<file path="config.mk">
export PLATFORM = sky130hd
export DESIGN_NAME = scm_monitor
export DESIGN_NICKNAME = d
export VERILOG_FILES = /design/src/design/scm_pkg.sv /design/src/design/scm_monitor.sv /design/src/design/scm_persist_timer.sv
export VERILOG_INCLUDE_DIRS = /design/src /design/src/design
export SDC_FILE = /design/constraint.sdc
export NUM_CORES = 2
export LEC_CHECK = 0
export BUFFER_PORTS_ARGS = -buffer_cell sky130_fd_sc_hd__buf_4
export CAP_MARGIN = 30
export CORE_MARGIN = 4
export CORE_UTILIZATION = 55
export DETAILED_ROUTE_END_ITERATION = 8
export GPL_TIMING_DRIVEN = 0
export PLACE_DENSITY = 0.82
export SYNTH_ARGS = -nofsm -noshare
export SYNTH_HDL_FRONTEND = slang
export SYNTH_HIERARCHICAL = 1
export SYNTH_SLANG_ARGS = --single-unit
</file>
<file path="constraint.sdc">
create_clock -name clock -period 13.3 [get_ports clock]
set_input_delay 2.66 -clock clock [delete_from_list [all_inputs] [get_ports clock]]
set_output_delay 2.66 -clock clock [all_outputs]
set_load 0.03 [all_outputs]
</file>
<file path="src/design/scm_defs.svh">
// Purpose: Register offsets, field positions, reset values, clock rate and millisecond timing limits of the conflict monitor
// Assumes: 250 MHz core clock, 32-bit AXI4-Lite register bus
// Notes: Definitions only
`ifndef SCM_DEFS_SVH
`define SCM_DEFS_SVH

`define SCM_ADDR_W 8
`define SCM_OFF_CTRL 8'h00
`define SCM_OFF_STATUS 8'h04
`define SCM_OFF_IRQ_STAT 8'h08
`define SCM_OFF_IRQ_MASK 8'h0c
`define SCM_OFF_CHAN_LIVE 8'h10
`define SCM_OFF_FAIL_SNAP 8'h14

`define SCM_CTRL_AUX_POL_LSB 0
`define SCM_CTRL_RST 2'h3
`define SCM_MASK_RST 3'h0

`define SCM_ST_FAILED 0
`define SCM_ST_CONFLICT 1
`define SCM_ST_CARD_OK 2
`define SCM_ST_EXT_MODE 3
`define SCM_ST_AUX_EN_LSB 4

`define SCM_EV_FAIL 0
`define SCM_EV_CARD_OUT 1
`define SCM_EV_UNIT_RST 2
`define SCM_EV_W 3

`define SCM_CLK_KHZ 250000
`define SCM_TRIP_MS 300
`define SCM_MIN_MS 200
`define SCM_MAX_MS 450
`define SCM_HOLD_MS 12

`define SCM_RESP_OKAY 2'h0
`define SCM_RESP_SLVERR 2'h2

`endif

</file>
<file path="src/design/scm_pkg.sv">
// Purpose: Shared types of the conflict monitor
// Assumes: Nothing beyond the defs header
// Notes: Types only; numbers live in scm_defs.svh
package scm_pkg;
  typedef enum logic [1:0]
  {
    SCM_RD_IDLE = 2'b00,
    SCM_RD_RESP = 2'b01
  } scm_rd_state_t;
endpackage
</file>
<file path="src/design/scm_monitor.sv">
// Purpose: Conflict detection core of a cabinet safety monitor with an AXI4-Lite register window
// Assumes: Channel inputs arrive as synchronous on/off decisions from the analog threshold stage
// Notes: Failure is latched until the leading edge of a panel or external unit reset
//
// The AXI4-Lite interface to the registers and the register offsets were left to the implementer.
`include "scm_defs.svh"

// Functional notes
// - Without red enable, only basic checks run
// - Red enable with the red monitor cable fitted adds lack, multiple, yellow checks
// - Per-aux-input selectable enabling polarity
// - Input on drives its channel indicator; the code holds the indicators at the failure snapshot while failed
// - On decision independent of active channel count
// - Half-wave inputs held on across gaps
// - Conflict held to upper limit forces failure
// - Conflict at or below lower limit never fails
// - Trip time chosen inside the allowed band
// - Card entry per pair: fitted means conflicting
// - Failure latched until unit reset leading edge
// - Missing compatibility card forces failure
module scm_monitor
  import scm_pkg::*;
#(
  parameter int NCH = 16,
  parameter int TRIP_CYC = `SCM_TRIP_MS * `SCM_CLK_KHZ,
  parameter int HOLD_CYC = `SCM_HOLD_MS * `SCM_CLK_KHZ
)
(
  input wire logic clock,
  input wire logic resetn,
  input wire logic [NCH-1:0] green_on,
  input wire logic [NCH-1:0] yellow_on,
  input wire logic [NCH*(NCH-1)/2-1:0] compat_fitted,
  input wire logic card_present,
  input wire logic red_enable,
  input wire logic red_monitor_cable_socket,
  input wire logic [1:0] aux_func_in,
  input wire logic panel_reset_btn,
  input wire logic ext_reset_in,
  output logic failed,
  output logic conflict_led,
  output logic card_ajar_led,
  output logic [NCH-1:0] channel_led,
  output logic [2:0] ext_chk_en,
  output logic [1:0] aux_enabled,
  output logic irq,
  input wire logic [`SCM_ADDR_W-1:0] s_axi_awaddr,
  input wire logic s_axi_awvalid,
  output logic s_axi_awready,
  input wire logic [31:0] s_axi_wdata,
  input wire logic [3:0] s_axi_wstrb,
  input wire logic s_axi_wvalid,
  output logic s_axi_wready,
  output logic [1:0] s_axi_bresp,
  output logic s_axi_bvalid,
  input wire logic s_axi_bready,
  input wire logic [`SCM_ADDR_W-1:0] s_axi_araddr,
  input wire logic s_axi_arvalid,
  output logic s_axi_arready,
  output logic [31:0] s_axi_rdata,
  output logic [1:0] s_axi_rresp,
  output logic s_axi_rvalid,
  input wire logic s_axi_rready
);
  localparam int NPAIR = NCH * (NCH - 1) / 2;
  localparam int MAX_CYC = `SCM_MAX_MS * `SCM_CLK_KHZ;
  localparam int MIN_CYC = `SCM_MIN_MS * `SCM_CLK_KHZ;
  localparam int TCW = $clog2(MAX_CYC) + 2;
  localparam int HCW = $clog2(HOLD_CYC + 1) + 1;

  if (NCH < 2 || NCH > 30 || TRIP_CYC < 1 || TRIP_CYC > MAX_CYC || HOLD_CYC < 1)
  begin : g_bad_param
    $error("scm_monitor: parameter out of range");
  end

  // Input qualification: each input has its own hold timer, so no input
  // influences another's decision; the hold bridges the dead half of a
  // half-wave signal at either polarity
  logic [2*NCH-1:0] raw_on;
  logic [2*NCH-1:0] held_on;
  logic [NCH-1:0] chan_on;

  assign raw_on = {yellow_on, green_on};

  for (genvar k = 0; k < 2 * NCH; k++)
  begin : g_hold
    logic [HCW-1:0] hold_ff;

    always_ff @(posedge clock or negedge resetn)
    begin
      if (!resetn)
        hold_ff <= '0;
      else if (raw_on[k])
        hold_ff <= HCW'(HOLD_CYC);
      else if (hold_ff != '0)
        hold_ff <= hold_ff - HCW'(1);
    end

    assign held_on[k] = raw_on[k] || (hold_ff != '0);
  end

  assign chan_on = held_on[NCH-1:0] | held_on[2*NCH-1:NCH];

  // Pair table: one card entry per unordered channel pair, row by row
  logic [NPAIR-1:0] pair_hit;
  logic conflict_now;

  for (genvar i = 0; i < NCH; i++)
  begin : g_row
    for (genvar j = i + 1; j < NCH; j++)
    begin : g_col
      localparam int IDX = i * (2 * NCH - i - 1) / 2 + (j - i - 1);
      assign pair_hit[IDX] = chan_on[i] && chan_on[j] && compat_fitted[IDX];
    end
  end

  assign conflict_now = |pair_hit;

  // Unit reset acts on the leading edge only, so a stuck button or a
  // constant external level cannot hold the monitor out of the failed state
  logic unit_rst_lvl;
  logic unit_rst_prev_ff;
  logic unit_rst_edge;

  assign unit_rst_lvl = panel_reset_btn || ext_reset_in;

  always_ff @(posedge clock or negedge resetn)
  begin
    if (!resetn)
      unit_rst_prev_ff <= 1'b1;
    else
      unit_rst_prev_ff <= unit_rst_lvl;
  end

  assign unit_rst_edge = unit_rst_lvl && !unit_rst_prev_ff;

  // Conflict persistence
  logic [TCW-1:0] run_cnt;
  logic trip;

  scm_persist_timer #(
    .CW(TCW),
    .LIMIT(TRIP_CYC)
  ) u_trip (
    .clock(clock),
    .resetn(resetn),
    .active(conflict_now),
    .clear(unit_rst_edge),
    .count(run_cnt),
    .expired(trip)
  );

  // Failure latch; a cause present in the reset cycle wins over the reset
  logic failed_ff;
  logic conflict_led_ff;
  logic card_ajar_ff;
  logic fail_set;
  logic [NCH-1:0] snap_ff;
  logic [NCH-1:0] led_ff;

  assign fail_set = trip || !card_present;

  always_ff @(posedge clock or negedge resetn)
  begin
    if (!resetn)
      failed_ff <= 1'b0;
    else if (fail_set)
      failed_ff <= 1'b1;
    else if (unit_rst_edge)
      failed_ff <= 1'b0;
  end

  always_ff @(posedge clock or negedge resetn)
  begin
    if (!resetn)
      conflict_led_ff <= 1'b0;
    else if (trip)
      conflict_led_ff <= 1'b1;
    else if (unit_rst_edge)
      conflict_led_ff <= 1'b0;
  end

  always_ff @(posedge clock or negedge resetn)
  begin
    if (!resetn)
      card_ajar_ff <= 1'b0;
    else if (!card_present)
      card_ajar_ff <= 1'b1;
    else if (unit_rst_edge)
      card_ajar_ff <= 1'b0;
  end

  // Channel picture frozen at the moment of failure for later review
  always_ff @(posedge clock or negedge resetn)
  begin
    if (!resetn)
      snap_ff <= '0;
    else if (fail_set && !failed_ff)
      snap_ff <= chan_on;
  end

  always_ff @(posedge clock or negedge resetn)
  begin
    if (!resetn)
      led_ff <= '0;
    else if (failed_ff)
      led_ff <= snap_ff;
    else
      led_ff <= chan_on;
  end

  // Operating mode and auxiliary inputs
  logic [1:0] ctrl_ff;
  logic ext_ff;
  logic [1:0] aux_en_ff;

  always_ff @(posedge clock or negedge resetn)
  begin
    if (!resetn)
      ext_ff <= 1'b0;
    else
      ext_ff <= red_enable && red_monitor_cable_socket;
  end

  always_ff @(posedge clock or negedge resetn)
  begin
    if (!resetn)
      aux_en_ff <= '0;
    else
      aux_en_ff <= ~(aux_func_in ^ ctrl_ff);
  end

  // Register bus: write address and data are taken together
  logic bvalid_ff;
  logic [1:0] bresp_ff;
  logic wr_take;
  logic wr_hit;
  logic [2:0] mask_ff;
  logic [2:0] stat_ff;
  logic [2:0] ev;
  logic [2:0] w1c;
  logic fail_prev_ff;
  logic card_prev_ff;

  assign wr_take = s_axi_awvalid && s_axi_wvalid && !bvalid_ff;
  assign s_axi_awready = wr_take;
  assign s_axi_wready = wr_take;
  assign wr_hit = (s_axi_awaddr == `SCM_OFF_CTRL) || (s_axi_awaddr == `SCM_OFF_IRQ_STAT) ||
                  (s_axi_awaddr == `SCM_OFF_IRQ_MASK);

  always_ff @(posedge clock or negedge resetn)
  begin
    if (!resetn)
    begin
      bvalid_ff <= 1'b0;
      bresp_ff <= `SCM_RESP_OKAY;
    end
    else if (wr_take)
    begin
      bvalid_ff <= 1'b1;
      bresp_ff <= wr_hit ? `SCM_RESP_OKAY : `SCM_RESP_SLVERR;
    end
    else if (s_axi_bready)
      bvalid_ff <= 1'b0;
  end

  always_ff @(posedge clock or negedge resetn)
  begin
    if (!resetn)
      ctrl_ff <= `SCM_CTRL_RST;
    else if (wr_take && s_axi_awaddr == `SCM_OFF_CTRL && s_axi_wstrb[0])
      ctrl_ff <= s_axi_wdata[`SCM_CTRL_AUX_POL_LSB +: 2];
  end

  always_ff @(posedge clock or negedge resetn)
  begin
    if (!resetn)
      mask_ff <= `SCM_MASK_RST;
    else if (wr_take && s_axi_awaddr == `SCM_OFF_IRQ_MASK && s_axi_wstrb[0])
      mask_ff <= s_axi_wdata[2:0];
  end

  // Interrupt events; a new event beats a write-one-to-clear in the same cycle
  always_ff @(posedge clock or negedge resetn)
  begin
    if (!resetn)
    begin
      fail_prev_ff <= 1'b0;
      card_prev_ff <= 1'b1;
    end
    else
    begin
      fail_prev_ff <= failed_ff;
      card_prev_ff <= card_present;
    end
  end

  assign ev[`SCM_EV_FAIL] = failed_ff && !fail_prev_ff;
  assign ev[`SCM_EV_CARD_OUT] = card_prev_ff && !card_present;
  assign ev[`SCM_EV_UNIT_RST] = unit_rst_edge;
  assign w1c = (wr_take && s_axi_awaddr == `SCM_OFF_IRQ_STAT && s_axi_wstrb[0]) ? s_axi_wdata[2:0] : 3'h0;

  always_ff @(posedge clock or negedge resetn)
  begin
    if (!resetn)
      stat_ff <= '0;
    else
      stat_ff <= (stat_ff & ~w1c) | ev;
  end

  // Register bus: reads answer one cycle after the address is taken
  scm_rd_state_t rd_state_ff;
  logic [31:0] rdata_ff;
  logic [1:0] rresp_ff;
  logic [31:0] rd_word;
  logic rd_hit;
  logic [31:0] status_word;

  assign s_axi_arready = (rd_state_ff == SCM_RD_IDLE);
  assign status_word = {26'h0, aux_en_ff, ext_ff, card_present, conflict_now, failed_ff};

  always_comb
  begin
    rd_word = 32'h0;
    rd_hit = 1'b1;
    case (s_axi_araddr)
      `SCM_OFF_CTRL: rd_word = {30'h0, ctrl_ff};
      `SCM_OFF_STATUS: rd_word = status_word;
      `SCM_OFF_IRQ_STAT: rd_word = {29'h0, stat_ff};
      `SCM_OFF_IRQ_MASK: rd_word = {29'h0, mask_ff};
      `SCM_OFF_CHAN_LIVE: rd_word = 32'(chan_on);
      `SCM_OFF_FAIL_SNAP: rd_word = 32'(snap_ff);
      default: rd_hit = 1'b0;
    endcase
  end

  always_ff @(posedge clock or negedge resetn)
  begin
    if (!resetn)
    begin
      rd_state_ff <= SCM_RD_IDLE;
      rdata_ff <= 32'h0;
      rresp_ff <= `SCM_RESP_OKAY;
    end
    else
    begin
      case (rd_state_ff)
        SCM_RD_IDLE:
        begin
          if (s_axi_arvalid)
          begin
            rd_state_ff <= SCM_RD_RESP;
            rdata_ff <= rd_word;
            rresp_ff <= rd_hit ? `SCM_RESP_OKAY : `SCM_RESP_SLVERR;
          end
        end
        SCM_RD_RESP:
        begin
          if (s_axi_rready)
            rd_state_ff <= SCM_RD_IDLE;
        end
        default: rd_state_ff <= SCM_RD_IDLE;
      endcase
    end
  end

  assign s_axi_bvalid = bvalid_ff;
  assign s_axi_bresp = bresp_ff;
  assign s_axi_rvalid = (rd_state_ff == SCM_RD_RESP);
  assign s_axi_rdata = rdata_ff;
  assign s_axi_rresp = rresp_ff;
  assign failed = failed_ff;
  assign conflict_led = conflict_led_ff;
  assign card_ajar_led = card_ajar_ff;
  assign channel_led = led_ff;
  assign ext_chk_en = {3{ext_ff}};
  assign aux_enabled = aux_en_ff;
  assign irq = |(stat_ff & mask_ff);
endmodule

</file>
<file path="src/design/scm_persist_timer.sv">
// Purpose: Counts how long a condition has held without a break
// Assumes: active is a level from the same clock domain
// Notes: expired stays high while the condition keeps holding past LIMIT
module scm_persist_timer
  import scm_pkg::*;
#(
  parameter int CW = 27,
  parameter int LIMIT = 75000000
)
(
  input wire logic clock,
  input wire logic resetn,
  input wire logic active,
  input wire logic clear,
  output logic [CW-1:0] count,
  output logic expired
);
  localparam logic [CW-1:0] LIM = CW'(LIMIT);

  logic [CW-1:0] count_ff;

  if (LIMIT < 1 || LIMIT >= (2 ** (CW - 1)))
  begin : g_bad_limit
    $error("scm_persist_timer: LIMIT does not fit CW");
  end

  // Any break in the condition restarts the measurement
  always_ff @(posedge clock or negedge resetn)
  begin
    if (!resetn)
      count_ff <= '0;
    else if (!active || clear)
      count_ff <= '0;
    else if (count_ff < LIM)
      count_ff <= count_ff + CW'(1);
  end

  assign count = count_ff;
  assign expired = (count_ff == LIM);
endmodule

</file>
* After elaboration in Yosys (flattened, before gate mapping)
Index checks and enable logic that the tools add are counted.
** Word-level totals
- Register bits after elaboration :: 853
- Word-level logic and storage cells :: 557
** Operators by class
- Add/sub/neg operators :: 33
- Magnitude comparators :: 1
- Equal/unequal tests :: 12
- Mux-type cells :: 81
- Bitwise logic cells :: 7
- Reductions and logical operators :: 372
** Operators with widths (number)
- $mux W23 :: 64
- $reduce_bool A23 Y1 :: 32
- $sub A23 B1 Y23 const B :: 32
- $logic_and A1 B1 Y1 :: 253
- $reduce_or A120 Y1 :: 1
- $pmux W16 S6 :: 1
- $reduce_bool A2 Y1 :: 36
- $mux W29 :: 2
- $logic_or A1 B1 Y1 :: 37
- $eq A8 B4 Y1 const B :: 4
- $add A29 B1 Y29 const B :: 1
- $eq A29 B27 Y1 const B :: 1
- $lt A29 B27 Y1 const B :: 1
- $eq A8 B5 Y1 const B :: 2
- $logic_not A8 Y1 :: 2
- $mux W16 :: 1
- $or A16 B16 Y16 :: 1
- $eq A8 B3 Y1 const B :: 1
- $mux W2 :: 4
- $mux W1 :: 7
- $and A3 B3 Y3 :: 2
- $logic_not A1 Y1 :: 6
- $reduce_or A6 Y1 :: 1
- $ne A2 B1 Y1 const B :: 2
- other kinds (11) :: 12

* Logic depth before layout (Yosys ltp)
- Word-level depth :: 9
- Mapped depth :: 17

* Hierarchy
Netlist, hierarchy kept.
** Modules (own cells, without submodules)
- scm_monitor :: times used 1, cells an instance 4150, area an instance 40577.7 sq um, seq. area each 20149.3 sq um
- scm_persist_timer :: times used 1, cells an instance 193, area an instance 1659.1 sq um, seq. area each 725.7 sq um

* Worst setup path before layout
No wires, ideal clock.
- Kind :: in2out
- From :: input s_axi_awvalid
- To :: output s_axi_wready
- Arrival time :: 3.514 ns
- Path slack :: 7.126 ns
- Cell stages on the path :: 3
- Path buffers :: 1
- Cell sequence :: nand2_1 > nor2_1 > buf_4
** Between the ends
- Longest elaborated chain between the ends :: 2
** Ends and longest elaborated chain
- start: declaration :: line scm_monitor.sv:48 : input wire logic s_axi_awvalid,
- $logic_and A1 B1 Y1 (2 in a row) :: line scm_monitor.sv:245 : assign wr_take = s_axi_awvalid && s_axi_wvalid && !bvalid_ff;
- end: declaration :: line scm_monitor.sv:53 : output logic s_axi_wready,
No other way between the ends.

* Worst setup path after layout
- From :: input yellow_on[13]
- To :: register u_trip.count_ff[2] (netlist: u_trip/count[2])
** Between the ends
- Longest elaborated chain between the ends :: 8
** Ends and longest elaborated chain
- start: declaration :: line scm_monitor.sv:32 : input wire logic [NCH-1:0] yellow_on,
- $logic_or A1 B1 Y1 * :: line scm_monitor.sv:99 : assign held_on[k] = raw_on[k] || (hold_ff != '0);
- $or A16 B16 Y16 * :: line scm_monitor.sv:102 : assign chan_on = held_on[NCH-1:0] | held_on[2*NCH-1:NCH];
- $logic_and A1 B1 Y1 (2 in a row) :: line scm_monitor.sv:113 : assign pair_hit[IDX] = chan_on[i] && chan_on[j] && compat_fitted[IDX];
- $reduce_or A120 Y1 * :: line scm_monitor.sv:117 : assign conflict_now = |pair_hit;
- net conflict_now :: line scm_monitor.sv:106 : logic conflict_now;
- $logic_not A1 Y1 * :: line scm_persist_timer.sv:32 : else if (!active || clear)
- $logic_or A1 B1 Y1 * :: line scm_persist_timer.sv:32
- $mux W29 or $reduce_bool A2 Y1 (tied branches)
- end signal: assignment :: line scm_persist_timer.sv:35 : count_ff <= count_ff + CW'(1);
- end: declaration :: line scm_persist_timer.sv:20 : logic [CW-1:0] count_ff;
The timed path passes the listed nets; every way through them passes the cells marked *.
A chain may end at the register's enable or synchronous reset.

==> summary.txt <==
Cells and area
  • Nets: between 4000 and 5000
  • Filler instances: about 6000
  • Fraction of final layout cells sized beyond drive strength 1: 0.117
  • Syn-to-layout area delta: 15.5%
  • Final design utilization: 0.641
  • Count of placed standard cells in the final layout, fillers left out: 5805

Critical path
  • Crit start category: input port
  • Maximum net fanout on the critical path: 10
  • CP endpoint: u_trip/count[2]$_DFFE_PN0P_
  • Critical Path End Type: register
  • Crit path kind: in2reg
  • CP Data Arrival Time: 8670 ps
  • Setup crit start: yellow_on[13]
  • Reg2reg path depth: 14
  • Endpoint of the most critical register-to-register path: u_trip/count[2]$_DFFE_PN0P_
  • Data required, critical path: about 14000 ps
  • Critical register-to-register path startpoint: g_hold[8].hold_ff[4]$_DFFE_PN0P_
  • Register-to-register setup slack: roughly 6100 ps

Logic synthesis
  • Mux share of post-synthesis cell area: 0.00927
  • Synthesized-area fraction occupied by xor and xnor cells: 0.103
  • Cell accounting for the most synthesized area: sky130_fd_sc_hd__dfrtp_1
  • Synth area leaders: sky130_fd_sc_hd__dfrtp_1 49%, sky130_fd_sc_hd__xnor2_1 6.8%, sky130_fd_sc_hd__nor2_1 4.6%
  • Async S/R FF share, synth: 1.00
  • Synth Warn #: 6
  • Post-Synthesis Cells: 4343
  • Synthesized-area fraction occupied by and/or/nand/nor cells: 0.269
  • Top cell types by occurrence after synthesis: 830 x sky130_fd_sc_hd__dfrtp_1, 516 x sky130_fd_sc_hd__nor2_1, 327 x sky130_fd_sc_hd__xnor2_1
  • Adder and majority gate portion of the synthesized area: 0.0196
  • Number of synthesized flops with an enable pin: 0
  • Largest family of logic cells by synthesized area: simple AND/OR/NAND/NOR gates
  • Synthesized-area fraction occupied by ao, oa, aoi and oai cells: 0.0786
  • Mean area per synthesized cell: roughly 9.7 um2
  • Cell with the most instances after synthesis: sky130_fd_sc_hd__dfrtp_1
  • Total of flip-flops plus latches after synthesis: 834
  • Most common flop cell mapped by yosys: sky130_fd_sc_hd__dfrtp_1
  • Share of synthesized area occupied by flip-flops and latches: 0.494
  • Summed instance area of the synthesized netlist: 42200 um2
  • Fraction of post-synthesis cell area in the top cell type by area: 0.492
  • Post-synthesis cell type count: 74

Clocking
  • CTS tree: yes
  • Insertion delay to the later sink of the worst-skew pair: between 600 and 700 ps
  • Clock-pin slew of the registers on the worst-case setup and hold paths: around 60 ps
  • Hold buffer count at cts: 0
  • CTS H-Tree Depth: 3
  • Longest Clk Path Bufs: 3
  • Total setup buffers inserted after CTS: 0
  • Number of buffers created by CTS: 90
  • Root Buffer: sky130_fd_sc_hd__clkbuf_16
  • Resized cells post-CTS: 0
  • TritonCTS Sinks: between 800 and 900

STA
  • Final critical-path required period: 8180 ps
  • Hold Slack: approximately 450 ps
  • Final-report max-slew violation count: 0
  • Measured slew at the worst slew-check pin: 1150 ps
  • Highest Clock Rate: about 0.12 GHz
  • Worst slew margin: 0.236
  • Fraction of the cycle the final worst path needs: 0.615
  • Hold Vio Cnt, Final: 0
  • Unrepaired setup endpoints after global routing: no
  • Final WS setup: approximately 5100 ps
  • Final worst clock skew: around 27 ps
  • Total of endpoints with negative setup slack in the final report: 0

Drt
  • Pre-antenna DRT Iters: 5
  • Count of vias placed by the detailed router: 33500
  • Post-route antenna net violation count: 0
  • DRC Markers: 0
  • Post-detailed-routing wire length: ~100000 um
  • Per-cell via count in the routed design: 5.78
  • Wirelength per Cell: about 17 um
  • DRC marker count from the first detailed-route iteration: about 2600

Place
  • GP Congestion: just under 0.9
  • Final HPWL from detailed placement: approximately 71000 um
  • Inst Count DP: between 5000 and 6000
  • Setup Slack @ Placement: 4780 ps
  • PortBufs: about 230

Outcome
  • Result of the run: finished clean

Pwr
  • Leak pwr: between 15 and 20 nW
  • Flop pwr share: 0.459
  • Switch share: 0.265
  • Net switching power of the design: between 1.5 and 2 mW
  • Part of the power in the clock network: 0.428
  • Power density relative to cell area: about 130 nW/um2
  • Combinational share of power: 0.113
  • Internal power: roughly 4.6 mW
  • Highest ir drop seen on vdd: roughly 0.00011 V

Die
  • Horiz. Die Dim: roughly 290 um
  • Count of pins on the block boundary: roughly 280
  • Core Footprint: 76100 um2
  • Die outline height: 285 um
  • Starting density of the core: 0.555
  • Site Rows: around 100
  • Die Area: between 80000 and 90000 um2

Global routing
  • Number of global-route vias before repair: ~33000
  • Wire length of the first global-routing pass: ~170000 um
  • Sum of overflow across all layers after global routing: 0
  • All-Layer GR Usage: 0.245
  • Largest net degree at the start of global routing: about 120
  • Antenna violations before repair: 16

Run
  • Maximum Capacitance Violations: 0

Min path
  • Tightest Hold Check Type: reg2reg
-- final cells by class --
type | instances | area [um2] | area share
plain buffers | 171 | 738 | 0.0151
clock buffers | 111 | 2410 | 0.0494
flip-flops and latches | 834 | 20900 | 0.428
multi-input cells | 3262 | 20400 | 0.417
inverters | 93 | 349 | 0.00715
clock inverters | 54 | 757 | 0.0155
repair buffers | 245 | 2020 | 0.0413
diodes | 5 | 12.5 | 0.000256
well taps | 1030 | 1290 | 0.0264
-- flip-flops by register name (all words and copies together) (netlist names) --
| signal | flops |
|---|---|
| u_trip/count | 29 |
| s_axi_rdata | 16 |
| ctrl_ff | 2 |
| s_axi_bresp | 1 |
| mask_ff | 3 |
| failed | 1 |
| card_ajar_led | 1 |
| fail_prev_ff | 1 |
| unit_rst_prev_ff | 1 |
| ext_ff | 1 |
| channel_led | 16 |
| card_prev_ff | 1 |
| stat_ff | 3 |
| s_axi_rresp | 1 |
| aux_enabled | 2 |
| rd_state_ff | 1 |
| conflict_led | 1 |
| s_axi_bvalid | 1 |
| snap_ff | 16 |
| g_hold.hold_ff | 736 |
-- worst min path at each step --
stage | startpoint | to | slack [ps] | cells past startpoint
2_1_floorplan | fail_prev_ff$_DFF_PN0_ | stat_ff[0]$_DFF_PN0_ | 400 | 1
5_1_grt | fail_prev_ff$_DFF_PN0_ | stat_ff[0]$_DFF_PN0_ | 460 | 1
3_3_place_gp | fail_prev_ff$_DFF_PN0_ | stat_ff[0]$_DFF_PN0_ | 400 | 1
4_1_cts | fail_prev_ff$_DFF_PN0_ | stat_ff[0]$_DFF_PN0_ | 460 | 1
6_report | fail_prev_ff$_DFF_PN0_ | stat_ff[0]$_DFF_PN0_ | 450 | 1
3_5_place_dp | fail_prev_ff$_DFF_PN0_ | stat_ff[0]$_DFF_PN0_ | 450 | 1
-- metrics by stage --
stage	instance area, um2	power [mW]	TNS [ps]
final	48800	6.20	0
after global routing	48800	6.47	0
after CTS	48800	6.25	0
after detailed placement	45600	3.57	0
after global placement	45300	3.54	-1220
after floorplan	42300	3.33	0
-- worst max-delay path: stages --
cell and delay, ps:
sky130_fd_sc_hd__buf_4 140, sky130_fd_sc_hd__or4_1 540, sky130_fd_sc_hd__nor4_1 280, sky130_fd_sc_hd__nand4b_1 420
sky130_fd_sc_hd__clkbuf_1 600, sky130_fd_sc_hd__a22oi_1 370, sky130_fd_sc_hd__nand3_1 290, sky130_fd_sc_hd__o32ai_1 620
sky130_fd_sc_hd__nand4_1 200, sky130_fd_sc_hd__a2111oi_2 650, sky130_fd_sc_hd__nand4_1 470, sky130_fd_sc_hd__nand2b_1 430
sky130_fd_sc_hd__clkbuf_1 400, sky130_fd_sc_hd__clkbuf_1 480, sky130_fd_sc_hd__a21oi_1 100
-- power groups by stage --
stage / Clock (mW) / Combinational, mW / Sequential (mW)
final: 2.65 / 0.702 / 2.84
after global routing: 2.81 / 0.790 / 2.87
after CTS: 2.71 / 0.705 / 2.84
after detailed placement: 0 / 0.693 / 2.88
after global placement: 0 / 0.662 / 2.87
after floorplan: 0 / 0.474 / 2.85
-- per-layer routing --
layer  GRT usage  up-vias  part of all wire
li1            -    16000                 -
met5           0        -           0.00041
met2       0.382      929              0.45
met3      0.0662      190             0.083
met1       0.336    16400              0.44
met4      0.0764        6             0.027
-- layout by cell type, fill, tap and decap left out, types with 66 or more instances in the layout --
cell type,n
sky130_fd_sc_hd__dfrtp_1,830
sky130_fd_sc_hd__nor2_1,516
sky130_fd_sc_hd__xnor2_1,327
sky130_fd_sc_hd__nor3_1,267
sky130_fd_sc_hd__buf_4,252
sky130_fd_sc_hd__nand2b_1,241
sky130_fd_sc_hd__nand2_1,221
sky130_fd_sc_hd__xor2_1,170
sky130_fd_sc_hd__or3_1,166
sky130_fd_sc_hd__nor4_1,165
sky130_fd_sc_hd__o21ai_0,164
sky130_fd_sc_hd__a21oi_1,159
sky130_fd_sc_hd__clkbuf_1,155
sky130_fd_sc_hd__or4_1,123
sky130_fd_sc_hd__nand3_1,94
sky130_fd_sc_hd__inv_1,92
sky130_fd_sc_hd__clkbuf_16,90
sky130_fd_sc_hd__ha_1,66
-- cell families (layout without fill, tap and decap cells) --
logic type      count (synthesis)  after routing
compound gates                538            538
xor+xnor                      497            497
fa+ha+maj                      66             66
buf+inv                       264            674
flops                         834            834
mux                            34             34
other cells                     1             23
simple gates                 2109           2109
Power figures use the tool's default switching activity.
